--- src/core/cdj_map.svh ---
`ifndef CDJ_MAP_SVH
`define CDJ_MAP_SVH
`define CDJ_OP_DISCARD 4'h2
`define CDJ_OP_PLANAR 4'ha
`define CDJ_OP_BRANCH 4'h7
`define CDJ_OP_ALIGN 4'h8
`define CDJ_F_OP 31:28
`define CDJ_F_FIRST 27
`define CDJ_F_LAST 26
`define CDJ_F_IRQ 24
`define CDJ_F_CLR 23:20
`define CDJ_F_SET 19:16
`define CDJ_F_NOERR 15
`define CDJ_F_CODE 3:0
`define CDJ_F_CNT_LO 11:0
`define CDJ_F_CNT_HI 27:16
`define CDJ_ALIGN_RSVD 16'h0001
`define CDJ_A_CTRL 8'h00
`define CDJ_A_START 8'h04
`define CDJ_A_PC 8'h08
`define CDJ_A_STAT 8'h0c
`define CDJ_A_MASK 8'h10
`define CDJ_A_FLAGS 8'h14
`define CDJ_EV_IRQ 0
`define CDJ_EV_ERR 1
`define CDJ_EV_REALIGN 2
`define CDJ_EV_EOL 3
`define CDJ_RESP_OK 2'h0
`define CDJ_RESP_ERR 2'h2
`endif

--- src/core/cdj_pkg.sv ---
package cdj_pkg;
  typedef enum logic [3:0] {
    CDJ_S_IDLE = 4'h1,
    CDJ_S_FETCH = 4'h2,
    CDJ_S_EXEC = 4'h4,
    CDJ_S_SYNC = 4'h8
  } cdj_state_t;
endpackage

--- src/core/cdj_decoder.sv ---
`timescale 1ns/10ps
`include "cdj_map.svh"
`default_nettype none
module cdj_decoder
  import cdj_pkg::*;
(
  input wire logic clock,
  input wire logic rst_n,
  input wire logic awvalid,
  output logic awready,
  input wire logic [7:0] awaddr,
  input wire logic wvalid,
  output logic wready,
  input wire logic [31:0] wdata,
  input wire logic [3:0] wstrb,
  output logic bvalid,
  input wire logic bready,
  output logic [1:0] bresp,
  input wire logic arvalid,
  output logic arready,
  input wire logic [7:0] araddr,
  output logic rvalid,
  input wire logic rready,
  output logic [31:0] rdata,
  output logic [1:0] rresp,
  output logic fetch_req,
  output logic [31:0] fetch_addr,
  input wire logic fetch_valid,
  input wire logic [31:0] fetch_data,
  input wire logic [2:0] fifo_valid,
  input wire logic [3:0] fifo_status,
  input wire logic fifo_eol,
  output logic [2:0] fifo_pop,
  output logic irq
);
  cdj_state_t state_reg, state_next;
  logic run_reg, run_next;
  logic widx_reg, widx_next;
  logic abort_reg, abort_next;
  logic reported_reg, reported_next;
  logic [31:0] pc_reg, pc_next;
  logic [31:0] start_reg, start_next;
  logic [31:0] dw0_reg, dw0_next;
  logic [3:0] flags_reg, flags_next;
  logic [3:0] stat_reg, stat_next;
  logic [3:0] mask_reg, mask_next;
  logic [11:0] cnt_reg [3];
  logic [11:0] cnt_next [3];
  logic [1:0] off_reg [3];
  logic [1:0] off_next [3];
  logic aw_full_reg, aw_full_next;
  logic w_full_reg, w_full_next;
  logic [7:0] aw_addr_reg, aw_addr_next;
  logic [31:0] w_data_reg, w_data_next;
  logic [3:0] w_strb_reg, w_strb_next;
  logic bvalid_reg, bvalid_next;
  logic [1:0] bresp_reg, bresp_next;
  logic rvalid_reg, rvalid_next;
  logic [31:0] rdata_reg, rdata_next;
  logic [1:0] rresp_reg, rresp_next;
  logic [2:0] lane_want, lane_pop, lane_go;
  logic [1:0] lane_off [3];
  logic [11:0] lane_cnt [3];

  // Byte position inside the head DWORD of each FIFO
  for (genvar i = 0; i < 3; i++) begin : g_lane
    logic [2:0] room;
    logic [2:0] take;
    logic [2:0] sum;
    always_comb begin
      room = 3'h4 - {1'b0, off_reg[i]};
      take = (cnt_reg[i] < {9'h000, room}) ? cnt_reg[i][2:0] : room;
      sum = {1'b0, off_reg[i]} + take;
    end
    assign lane_want[i] = cnt_reg[i] != 12'h000;
    assign lane_pop[i] = sum[2];
    assign lane_off[i] = sum[1:0];
    assign lane_cnt[i] = cnt_reg[i] - {9'h000, take};
  end

  assign lane_go[0] = state_reg == CDJ_S_EXEC && lane_want[0] && fifo_valid[0];
  // Chroma lanes move together while both have bytes left, so neither runs ahead of the other
  assign lane_go[1] = state_reg == CDJ_S_EXEC && lane_want[1] && fifo_valid[1]
    && (!lane_want[2] || fifo_valid[2]);
  assign lane_go[2] = state_reg == CDJ_S_EXEC && lane_want[2] && fifo_valid[2]
    && (!lane_want[1] || fifo_valid[1]);

  function automatic logic [3:0] flag_update(input logic [3:0] f, input logic [31:0] d);
    flag_update = (f & ~d[`CDJ_F_CLR]) | d[`CDJ_F_SET];
  endfunction

  function automatic logic [31:0] strb_merge(input logic [31:0] old, input logic [31:0] d,
                                             input logic [3:0] s);
    logic [31:0] m;
    m = {{8{s[3]}}, {8{s[2]}}, {8{s[1]}}, {8{s[0]}}};
    strb_merge = (old & ~m) | (d & m);
  endfunction

  always_comb begin
    logic [3:0] ev;
    logic [3:0] clr;
    logic [3:0] op;
    logic [31:0] wm;
    logic [15:0] rsvd;
    ev = 4'h0;
    clr = 4'h0;
    op = fetch_data[`CDJ_F_OP];
    wm = 32'h0000_0000;
    rsvd = `CDJ_ALIGN_RSVD;
    state_next = state_reg;
    run_next = run_reg;
    widx_next = widx_reg;
    abort_next = abort_reg;
    reported_next = reported_reg;
    pc_next = pc_reg;
    start_next = start_reg;
    dw0_next = dw0_reg;
    flags_next = flags_reg;
    mask_next = mask_reg;
    cnt_next = cnt_reg;
    off_next = off_reg;
    fifo_pop = 3'h0;
    fetch_req = state_reg == CDJ_S_FETCH;
    aw_full_next = aw_full_reg;
    w_full_next = w_full_reg;
    aw_addr_next = aw_addr_reg;
    w_data_next = w_data_reg;
    w_strb_next = w_strb_reg;
    bvalid_next = bvalid_reg;
    bresp_next = bresp_reg;
    rvalid_next = rvalid_reg;
    rdata_next = rdata_reg;
    rresp_next = rresp_reg;

    unique case (state_reg)
      CDJ_S_IDLE: begin
      end
      CDJ_S_FETCH: begin
        if (fetch_valid) begin
          pc_next = pc_reg + 32'h0000_0004;
          if (!widx_reg) begin
            dw0_next = fetch_data;
            if (op == `CDJ_OP_DISCARD) begin
              flags_next = flag_update(flags_reg, fetch_data);
              ev[`CDJ_EV_IRQ] = fetch_data[`CDJ_F_IRQ];
              cnt_next[0] = fetch_data[`CDJ_F_CNT_LO];
              if (abort_reg) begin
                abort_next = !fetch_data[`CDJ_F_LAST];
              end else begin
                state_next = CDJ_S_EXEC;
              end
            end else if (op == `CDJ_OP_PLANAR || op == `CDJ_OP_BRANCH
                         || op == `CDJ_OP_ALIGN) begin
              widx_next = 1'b1;
            end else begin
              // Stop rather than run through memory that is not a program
              ev[`CDJ_EV_ERR] = 1'b1;
              run_next = 1'b0;
              state_next = CDJ_S_IDLE;
            end
          end else begin
            widx_next = 1'b0;
            flags_next = flag_update(flags_reg, dw0_reg);
            ev[`CDJ_EV_IRQ] = dw0_reg[`CDJ_F_IRQ];
            unique case (dw0_reg[`CDJ_F_OP])
              `CDJ_OP_PLANAR: begin
                cnt_next[0] = dw0_reg[`CDJ_F_CNT_LO];
                cnt_next[1] = fetch_data[`CDJ_F_CNT_LO];
                cnt_next[2] = fetch_data[`CDJ_F_CNT_HI];
                if (abort_reg) begin
                  abort_next = !dw0_reg[`CDJ_F_LAST];
                end else begin
                  state_next = CDJ_S_EXEC;
                end
              end
              `CDJ_OP_BRANCH: begin
                pc_next = {fetch_data[31:2], 2'h0};
              end
              default: begin
                if (rsvd[dw0_reg[`CDJ_F_CODE]]) begin
                  ev[`CDJ_EV_ERR] = 1'b1;
                  run_next = 1'b0;
                  state_next = CDJ_S_IDLE;
                end else begin
                  reported_next = 1'b0;
                  state_next = CDJ_S_SYNC;
                end
              end
            endcase
          end
        end
      end
      CDJ_S_EXEC: begin
        for (int i = 0; i < 3; i++) begin
          if (lane_go[i]) begin
            cnt_next[i] = lane_cnt[i];
            off_next[i] = lane_off[i];
            fifo_pop[i] = lane_pop[i];
          end
        end
        // Line ended in the FIFO before the program expected it
        if (lane_go[0] && lane_pop[0] && fifo_eol
            && (!dw0_reg[`CDJ_F_LAST] || lane_cnt[0] != 12'h000)) begin
          ev[`CDJ_EV_EOL] = 1'b1;
          abort_next = !dw0_reg[`CDJ_F_LAST];
          cnt_next[0] = 12'h000;
          cnt_next[1] = 12'h000;
          cnt_next[2] = 12'h000;
        end
        if (lane_want == 3'h0) begin
          state_next = CDJ_S_FETCH;
        end
      end
      CDJ_S_SYNC: begin
        if (fifo_valid[0]) begin
          if (fifo_status == dw0_reg[`CDJ_F_CODE]) begin
            off_next[0] = 2'h0;
            state_next = CDJ_S_FETCH;
          end else begin
            fifo_pop[0] = 1'b1;
            // One report per alignment keeps the status from flooding
            if (!dw0_reg[`CDJ_F_NOERR] && !reported_reg) begin
              ev[`CDJ_EV_REALIGN] = 1'b1;
              reported_next = 1'b1;
            end
          end
        end
      end
      default: begin
        state_next = CDJ_S_IDLE;
      end
    endcase

    if (awvalid && !aw_full_reg) begin
      aw_full_next = 1'b1;
      aw_addr_next = awaddr;
    end
    if (wvalid && !w_full_reg) begin
      w_full_next = 1'b1;
      w_data_next = wdata;
      w_strb_next = wstrb;
    end
    if (aw_full_reg && w_full_reg && !bvalid_reg) begin
      aw_full_next = 1'b0;
      w_full_next = 1'b0;
      bvalid_next = 1'b1;
      bresp_next = `CDJ_RESP_OK;
      wm = strb_merge(32'h0000_0000, w_data_reg, w_strb_reg);
      unique case (aw_addr_reg)
        `CDJ_A_CTRL: begin
          if (w_strb_reg[0]) begin
            run_next = w_data_reg[0];
            widx_next = 1'b0;
            abort_next = 1'b0;
            pc_next = start_reg;
            state_next = w_data_reg[0] ? CDJ_S_FETCH : CDJ_S_IDLE;
          end
        end
        `CDJ_A_START: start_next = strb_merge(start_reg, w_data_reg, w_strb_reg);
        `CDJ_A_STAT: clr = wm[3:0];
        `CDJ_A_MASK: mask_next = w_strb_reg[0] ? w_data_reg[3:0] : mask_reg;
        `CDJ_A_PC, `CDJ_A_FLAGS: begin
        end
        default: bresp_next = `CDJ_RESP_ERR;
      endcase
    end
    if (bvalid_reg && bready) begin
      bvalid_next = 1'b0;
    end

    if (arvalid && !rvalid_reg) begin
      rvalid_next = 1'b1;
      rresp_next = `CDJ_RESP_OK;
      unique case (araddr)
        `CDJ_A_CTRL: rdata_next = {31'h0, run_reg};
        `CDJ_A_START: rdata_next = start_reg;
        `CDJ_A_PC: rdata_next = pc_reg;
        `CDJ_A_STAT: rdata_next = {28'h0, stat_reg};
        `CDJ_A_MASK: rdata_next = {28'h0, mask_reg};
        `CDJ_A_FLAGS: rdata_next = {28'h0, flags_reg};
        default: begin
          rdata_next = 32'h0000_0000;
          rresp_next = `CDJ_RESP_ERR;
        end
      endcase
    end else if (rvalid_reg && rready) begin
      rvalid_next = 1'b0;
    end

    // A new event beats a clear written in the same cycle
    stat_next = (stat_reg & ~clr) | ev;
  end

  always_ff @(posedge clock) begin
    if (!rst_n) begin
      state_reg <= CDJ_S_IDLE;
      run_reg <= 1'b0;
      widx_reg <= 1'b0;
      abort_reg <= 1'b0;
      reported_reg <= 1'b0;
      pc_reg <= 32'h0000_0000;
      start_reg <= 32'h0000_0000;
      dw0_reg <= 32'h0000_0000;
      flags_reg <= 4'h0;
      stat_reg <= 4'h0;
      mask_reg <= 4'h0;
      cnt_reg <= '{3{12'h000}};
      off_reg <= '{3{2'h0}};
      aw_full_reg <= 1'b0;
      w_full_reg <= 1'b0;
      aw_addr_reg <= 8'h00;
      w_data_reg <= 32'h0000_0000;
      w_strb_reg <= 4'h0;
      bvalid_reg <= 1'b0;
      bresp_reg <= 2'h0;
      rvalid_reg <= 1'b0;
      rdata_reg <= 32'h0000_0000;
      rresp_reg <= 2'h0;
    end else begin
      state_reg <= state_next;
      run_reg <= run_next;
      widx_reg <= widx_next;
      abort_reg <= abort_next;
      reported_reg <= reported_next;
      pc_reg <= pc_next;
      start_reg <= start_next;
      dw0_reg <= dw0_next;
      flags_reg <= flags_next;
      stat_reg <= stat_next;
      mask_reg <= mask_next;
      cnt_reg <= cnt_next;
      off_reg <= off_next;
      aw_full_reg <= aw_full_next;
      w_full_reg <= w_full_next;
      aw_addr_reg <= aw_addr_next;
      w_data_reg <= w_data_next;
      w_strb_reg <= w_strb_next;
      bvalid_reg <= bvalid_next;
      bresp_reg <= bresp_next;
      rvalid_reg <= rvalid_next;
      rdata_reg <= rdata_next;
      rresp_reg <= rresp_next;
    end
  end

  assign awready = !aw_full_reg;
  assign wready = !w_full_reg;
  assign bvalid = bvalid_reg;
  assign bresp = bresp_reg;
  assign arready = !rvalid_reg;
  assign rvalid = rvalid_reg;
  assign rdata = rdata_reg;
  assign rresp = rresp_reg;
  assign fetch_addr = pc_reg;
  assign irq = (stat_reg & mask_reg) != 4'h0;
endmodule // cdj_decoder
`default_nettype wire

--- config.mk ---
export PLATFORM = sky130hd
export DESIGN_NAME = cdj_decoder
export DESIGN_NICKNAME = d
export VERILOG_FILES = /design/src/core/cdj_pkg.sv /design/src/core/cdj_decoder.sv
export VERILOG_INCLUDE_DIRS = /design/src /design/src/core
export SDC_FILE = /design/constraint.sdc
export NUM_CORES = 1
export LEC_CHECK = 0
export ABC_AREA = 1
export BUFFER_PORTS_ARGS = -buffer_cell sky130_fd_sc_hd__clkbuf_2
export CORE_MARGIN = 2
export CORE_UTILIZATION = 60
export CTS_BUF_LIST = sky130_fd_sc_hd__clkbuf_8
export CTS_CLUSTER_DIAMETER = 100
export DETAILED_ROUTE_END_ITERATION = 10
export PLACE_DENSITY = 0.89
export SYNTH_ARGS = -nofsm -noshare
export SYNTH_HDL_FRONTEND = slang
export SYNTH_SLANG_ARGS = --single-unit
--- constraint.sdc ---
create_clock -name clock -period 4.2 [get_ports clock]
set_input_delay 0.42 -clock clock [delete_from_list [all_inputs] [get_ports clock]]
set_output_delay 0.42 -clock clock [all_outputs]
set_load 0.01 [all_outputs]
==> results.yml, run 1 <==
detailed_routing:
  route.vias.total: 13500
  drc: 0
  first_pass_iters: 6
  wl_per_cell_um: 16.6
  drtAntennaViolNets: 0
  first_iter_violations: 1493
  routed_wl_um: 39000
  vias_per_cell: 5.78
floorplanning:
  rows: 52
  fp.coreArea_um2: 20400
  die_h_um: 149
  ioPinCount: 178
  die_w_um: 149
  initial_core_util_pct: 61.6
  die_area_um2: 22100
synth:
  yosys.area.top_type: "dfxtp_1"
  synth-edff-count: 0
  synth.cell_area_um2: 12600
  ys_warn_count: 0
  async_reset_ff_share_pct: 0
  syn_avg_cell_area_um2: 6.64
  synthCells: 1893
  ys.flop_type: "dfxtp_1"
  synth_cell_types: 49
  ys_ff_latch: 236
  synth-seq-area-share_pct: 37.6
  synth_top_area_share_pct: 37.6
  synth_area_leaders: "dfxtp_1 38%, nand2_1 11%, nor2_1 7.9%, o21ai_0 7.6%, a21oi_1 7.0%"
clock_tree:
  tritoncts: "done"
  cts_sinks: 236
  cts_resized: 0
  postCtsHoldBufs: 0
  root_buffer: "clkbuf_8"
  clkTransAtPathRegs_ns: 0.06
  htree_levels: 2
  postCtsSetupBuffers: 0
  cts_buffer_depth: 3
  clock_latency_ns: 0.55
  numCtsBuffers: 41
timing:
  fmax_ghz: 0.260
  slew_headroom_pct: 25.7
  setup_viol: 0
  hold_viol: 0
  layout_setup_ws_ns: 0.347
  tightest_slew_ns: 1.11
  fin_setup_tns_ns: 0
  layout_min_cycle_time_ns: 3.85
  maxSlewViolCount: 0
  clock_skew_ns: 0.0227
  post-route-period-util_pct: 91.7
setup_path:
  path_class: "reg -> out"
  cp_max_fo: 6
  required_ns: 3.78
  reg2reg_depth: 29
  cp.arrival_ns: 3.43
  endpoint_kind: "primary output"
  start_kind: "register"
layout:
  area_growth_pct: 14.9
  num-fill-cells: 1687
  drive_gt1_share_pct: 14.2
  antenna_cells: 0
  multi_input_area_um2: 6640
  seq_area_um2: 4730
  layout.nets: 2170
  finalNonFillerCells: 2343
  fin_util_pct: 70.7
power_and_ir_drop:
  power.leakage_nw: 6.24
  powerDensity_nw_per_um2: 332
  vdd_drop_max_mv: 0.329
min_path:
  hold_class: "in -> reg"
  min_path_cells: 2
global_route:
  grt_pass1_vias: 12400
  grt_max_degree: 112
  grt_pass1_wl_um: 61300
  antenna_found_initial: 0
  grt_usage_pct: 34.3
  grt_remaining_overflow: 0
placed_design:
  port_buffers: 175
  gp_congestion: 0.966
  post-place-ws_ns: 0.230
  place_inst: 2269
  hpwlAfterDp_um: 27700
status:
  status: "complete, no violations"
run:
  cap_viol_max_count: 0
per-layer routing:
layer  up-vias  part of all wire [%]  track usage, %
met5         -                     0               0
met4         0                   4.7            16.5
met3       129                    10            7.31
met2       720                    45            55.6
met1      6143                    40            43.7
li1       6557                     -               -
power breakdown:
part | total, W | leakage, nW | internal, W | switching (W)
logic | 0.000299 | 3.83 | 0.0000928 | 0.000206
registers | 0.00230 | 1.91 | 0.00228 | 0.0000199
clock network | 0.00220 | 0.493 | 0.00121 | 0.000989
cells in the mapped netlist, types with 15 or more instances:
master,n
nand2_1,384
nor2_1,265
dfxtp_1,236
inv_1,215
o21ai_0,192
a21oi_1,175
clkbuf_1,67
nand3_1,67
a211oi_1,28
nand4_1,26
nor3_1,24
o22ai_1,23
ha_1,22
o211ai_1,21
a31oi_1,18
xor2_1,15
cell usage in the layout (no fill, tap or decap), types with 3 or more instances in the layout:
cell type	n
nand2_1	384
nor2_1	264
dfxtp_1	235
inv_1	225
o21ai_0	190
a21oi_1	175
clkbuf_2	174
nand3_1	66
clkbuf_8	57
a211oi_1	28
nand4_1	26
nor3_1	24
o22ai_1	23
o211ai_1	21
ha_1	21
a31oi_1	18
buf_4	18
xor2_1	15
inv_2	9
o21ai_1	9
or2_2	6
o31ai_1	6
fa_1	6
xnor2_1	5
clkinv_1	5
o21bai_1	5
clkinv_2	5
nor2_2	4
nor3_2	4
nor4_1	4
a21boi_0	3
nand2_2	3
o2111ai_1	3
worst max-delay path: stages (launching register included):
cell	delay (ns)
dfxtp_1	0.30
inv_1	0.08
ha_1	0.31
inv_1	0.05
ha_1	0.26
nand2_1	0.07
nand2_1	0.05
nand2_1	0.11
nand3_2	0.14
o21ai_1	0.23
ha_1	0.18
inv_1	0.05
fa_1	0.40
nand3_1	0.11
nand2_1	0.11
o22ai_1	0.27
clkbuf_2	0.19
through the flow:
stage / hold WS [ns] / cell area [um^2] / power (W)
4_1_cts: 0.0447 / 14400 / 0.00480
3_3_place_gp: 0.444 / 13600 / 0.00263
3_5_place_dp: 0.449 / 13600 / 0.00264
6_report: 0.0466 / 14500 / 0.00480
2_1_floorplan: 0.428 / 12600 / 0.00251
5_1_grt: 0.0486 / 14500 / 0.00494
path summary, 6_finish.rpt:
check / from / end / slack [ns]
setup / recovery: off_reg[5]$_SDFFE_PN0P_ / fifo_pop[0] / 0.35
hold / removal: bready / bvalid$_SDFFE_PP0P_ / 0.05
setup reg to reg: off_reg[5]$_SDFFE_PN0P_ / cnt_reg[8]$_SDFFE_PN0P_ / 0.42
hold reg to reg: w_strb_reg[1]$_SDFFE_PN0P_ / w_strb_reg[1]$_SDFFE_PN0P_ / 0.45
logic make-up after synthesis:
group                    synth area share, %
AND/OR/NAND/NOR                         26.2
AO/OA/AOI/OAI                           21.9
buffers and inverters                   9.81
flip-flops                              37.6
adder cells (fa/ha/maj)                 3.14
XOR/XNOR                                1.39
other                                 0.0298
cell type report:
cell class,instances,share of cell area (%)
Clock inverter,17,0.571
Inverter,229,5.95
Multi-Input combinational cell,1341,46.0
Sequential cell,236,32.7
Tap cell,270,2.34
Clock buffer,57,5.43
Timing Repair Buffer,193,7.06
No activity file was read; power rests on OpenSTA's default activity.
==> inputs of run 2 (changes only) <==
--- a/config.mk
+++ b/config.mk
@@ -6,13 +6,13 @@
 export SDC_FILE = /design/constraint.sdc
 export NUM_CORES = 1
 export LEC_CHECK = 0
-export ABC_AREA = 1
 export BUFFER_PORTS_ARGS = -buffer_cell sky130_fd_sc_hd__clkbuf_2
 export CORE_MARGIN = 2
 export CORE_UTILIZATION = 60
 export CTS_BUF_LIST = sky130_fd_sc_hd__clkbuf_8
 export CTS_CLUSTER_DIAMETER = 100
 export DETAILED_ROUTE_END_ITERATION = 10
+export GPL_TIMING_DRIVEN = 0
 export PLACE_DENSITY = 0.89
 export SYNTH_ARGS = -nofsm -noshare
 export SYNTH_HDL_FRONTEND = slang
==> run 2 against run 1 <==
Against the previous run:
- the flow now finishes with violations (capacitance limit, setup timing)
- first-iteration DRC count is 0.54% higher
- largest cell class unchanged
- worst setup slack worse by 0.53 ns
- die area down 3.6%
==> results.yml, run 2 <==
status:
  status: "finished, violations left"
  violations: "capacitance limit, setup timing"
detailed_routing:
  first_iter_violations: 1501
  route.vias.total: 13600
  drc: 0
  routed_wl_um: 43400
  drtAntennaViolNets: 0
  vias_per_cell: 6.33
  first_pass_iters: 6
  wl_per_cell_um: 20.2
layout:
  num-fill-cells: 1505
  layout_common_cells: "307 x nand2_1, 232 x dfxtp_1, 221 x a21oi_1"
  finalNonFillerCells: 2149
  fin_util_pct: 75.2
  drive_gt1_share_pct: 19.1
  layout.nets: 1982
  fin_area_um2: 14800
  area_growth_pct: 22.1
  layout.cells.most_common: "nand2_1"
timing:
  layout_min_cycle_time_ns: 4.39
  post-route-period-util_pct: 104
  slew_headroom_pct: 1.21
  tightest_slew_ns: 1.48
  fin_setup_tns_ns: -4.00
  layout_setup_ws_ns: -0.187
  clock_skew_ns: 0.0249
  fmax_ghz: 0.228
  maxSlewViolCount: 0
  rsz0062_at_grt: "true"
  hold_viol: 0
  setup_viol: 39
global_route:
  grt_max_degree: 11
  grt_remaining_overflow: 0
  grt_pass1_vias: 12500
  grt.busiest_layer: "met2"
  grtUsageMet3_pct: 8.28
  met2_usage_pct: 58.5
  grt_use_met1_pct: 52.0
  grt_usage_pct: 38.6
  grt_pass1_wl_um: 66300
  antenna_found_initial: 0
setup_path:
  path_class: "reg -> reg"
  cp_max_fo: 8
  cp.arrival_ns: 4.87
  path_buf_inv: 5
  cpLargestDelayFamily: "compound AO/OA/AOI/OAI gates"
  start_kind: "register"
  r2r-end: "cnt_reg[25]$_SDFFE_PN0P_"
  cpPeakStageDelay_ns: 0.46
  required_ns: 4.68
  endpoint_kind: "register"
  cp_cell_sequence: "inv_1 -> ha_1 -> inv_1 -> ha_1 -> o21ai_0 -> a31oi_1 -> or3_4 -> o21ai_4 -> ha_4 -> fa_2 -> inv_2 -> a21oi_4 -> xnor2_1 -> a31oi_2 -> o41ai_4 -> buf_6 -> o21ai_4 -> buf_6 -> o22a_1 -> a21oi_2"
  critPathSlowestCell: "or3_4"
  r2r_start: "off_reg[5]$_SDFFE_PN0P_"
  reg2reg_setup_slack_ns: -0.19
  reg2reg_depth: 20
min_path:
  hold_class: "in -> reg"
  min_path_cells: 2
  holdPathEnd: "rvalid$_SDFFE_PN0P_"
  hold_start: "rready"
synth:
  synth-seq-area-share_pct: 39.0
  synth_top_area_share_pct: 39.0
  ys_warn_count: 0
  synth-edff-count: 0
  synth.cell_area_um2: 12100
  ys_ff_latch: 236
  ys.flop_type: "dfxtp_1"
  yosysMostFrequentCell: "nand2_1"
  async_reset_ff_share_pct: 0
  synthCells: 1613
  synth_area_leaders: "dfxtp_1 39%, a21oi_1 9.7%, nand2_1 9.6%, nor2_1 5.9%, mux2i_1 3.3%"
  syn_avg_cell_area_um2: 7.50
  synth_common_cells: "309 x nand2_1, 236 x dfxtp_1, 234 x a21oi_1, 190 x nor2_1, 96 x clkbuf_1"
  yosys.area.top_type: "dfxtp_1"
  synth_cell_types: 77
power_and_ir_drop:
  power.leakage_nw: 5.59
  powerDensity_nw_per_um2: 331
  p_switching_w: 0.00122
  vdd_drop_max_mv: 0.224
  pwr-share-comb_pct: 6.1
  p_int_w: 0.00367
  switching_share_pct: 24.9
  seq_power_share_pct: 47.0
  p_total_w: 0.00489
  pwr-share-clk_pct: 46.9
clock_tree:
  tritoncts: "done"
  clkTransAtPathRegs_ns: 0.07
  numCtsBuffers: 40
  clock_latency_ns: 0.56
  cts_buffer_depth: 3
  htree_levels: 2
  root_buffer: "clkbuf_8"
  cts_sinks: 236
run:
  cap_viol_max_count: 1
floorplanning:
  rows: 51
  initial_core_util_pct: 61.6
  die_area_um2: 21300
  fp.coreArea_um2: 19700
  die_w_um: 146
  ioPinCount: 178
  die_h_um: 146
placed_design:
  place_area_um2: 13400
  place_inst: 2051
  gp_congestion: 1.02
  port_buffers: 171
  hpwlAfterDp_um: 30900
## run 2: area by class of cell
cell class	count	area, um^2	share of cell area (%)
Antenna cell	1	2.50	0.0169
Buffer	107	434	2.94
Clock buffer	52	716	4.84
Clock inverter	19	165	1.12
Inverter	36	135	0.914
Multi-Input combinational cell	1234	7170	48.5
Sequential cell	236	4730	32.0
Tap cell	265	332	2.24
Timing Repair Buffer	199	1100	7.44
## run 2: kinds of logic after synthesis
| kind of cell | Yosys count | share of synthesized area (%) |
|---|---|---|
| buf+inv | 144 | 4.66 |
| compound gates | 468 | 23.4 |
| fa+ha+maj | 28 | 3.27 |
| other cells | 1 | 0.0310 |
| xor+xnor | 16 | 1.16 |
| mux | 45 | 3.89 |
| flops | 236 | 39.0 |
| simple gates | 675 | 24.5 |
## run 2: worst max path at each step
stage,startpoint,to,slack (ns),cells past startpoint
4_1_cts,cnt_reg[28]$_SDFFE_PN0P_,cnt_reg[18]$_SDFFE_PN0P_,-0.03,17
6_report,off_reg[5]$_SDFFE_PN0P_,cnt_reg[25]$_SDFFE_PN0P_,-0.19,20
5_1_grt,off_reg[4]$_SDFFE_PN0P_,cnt_reg[25]$_SDFFE_PN0P_,-0.39,20
3_5_place_dp,cnt_reg[27]$_SDFFE_PN0P_,cnt_reg[6]$_SDFFE_PN0P_,-0.67,15
2_1_floorplan,cnt_reg[27]$_SDFFE_PN0P_,cnt_reg[16]$_SDFFE_PN0P_,-0.16,16
3_3_place_gp,cnt_reg[27]$_SDFFE_PN0P_,cnt_reg[16]$_SDFFE_PN0P_,-0.59,16
## run 2: repair_timing
action                     4_1_cts  5_1_grt
hold buffers                     0        0
resized for setup               22       55
setup endpoints to repair       39       40
pin swaps                       17       19
buffers inserted                16        8
gates cloned                     2        1
## run 2: routing by layer
layer / share of wire, % / wire [um] / vias to the layer above
li1: - / - / 6168
met1: 38 / 16600 / 6282
met2: 43 / 18900 / 953
met3: 13 / 5450 / 196
met4: 5.7 / 2490 / 0
met5: 0 / 0 / -
## run 2: power by group through the flow
stage          Sequential [W]  Combinational (W)  Clock (W)
6_report              0.00230           0.000300    0.00229
5_1_grt               0.00230           0.000317    0.00239
4_1_cts               0.00230           0.000283    0.00228
3_5_place_dp          0.00235           0.000277          0
3_3_place_gp          0.00234           0.000272          0
2_1_floorplan         0.00234           0.000138          0
## run 2: through the flow
step	hold slack (ns)	setup slack, ns
floorplan	0.433	-0.165
global placement	0.440	-0.587
detailed placement	0.447	-0.671
CTS	0.0477	-0.0334
global route	0.0621	-0.385
finish	0.0502	-0.187
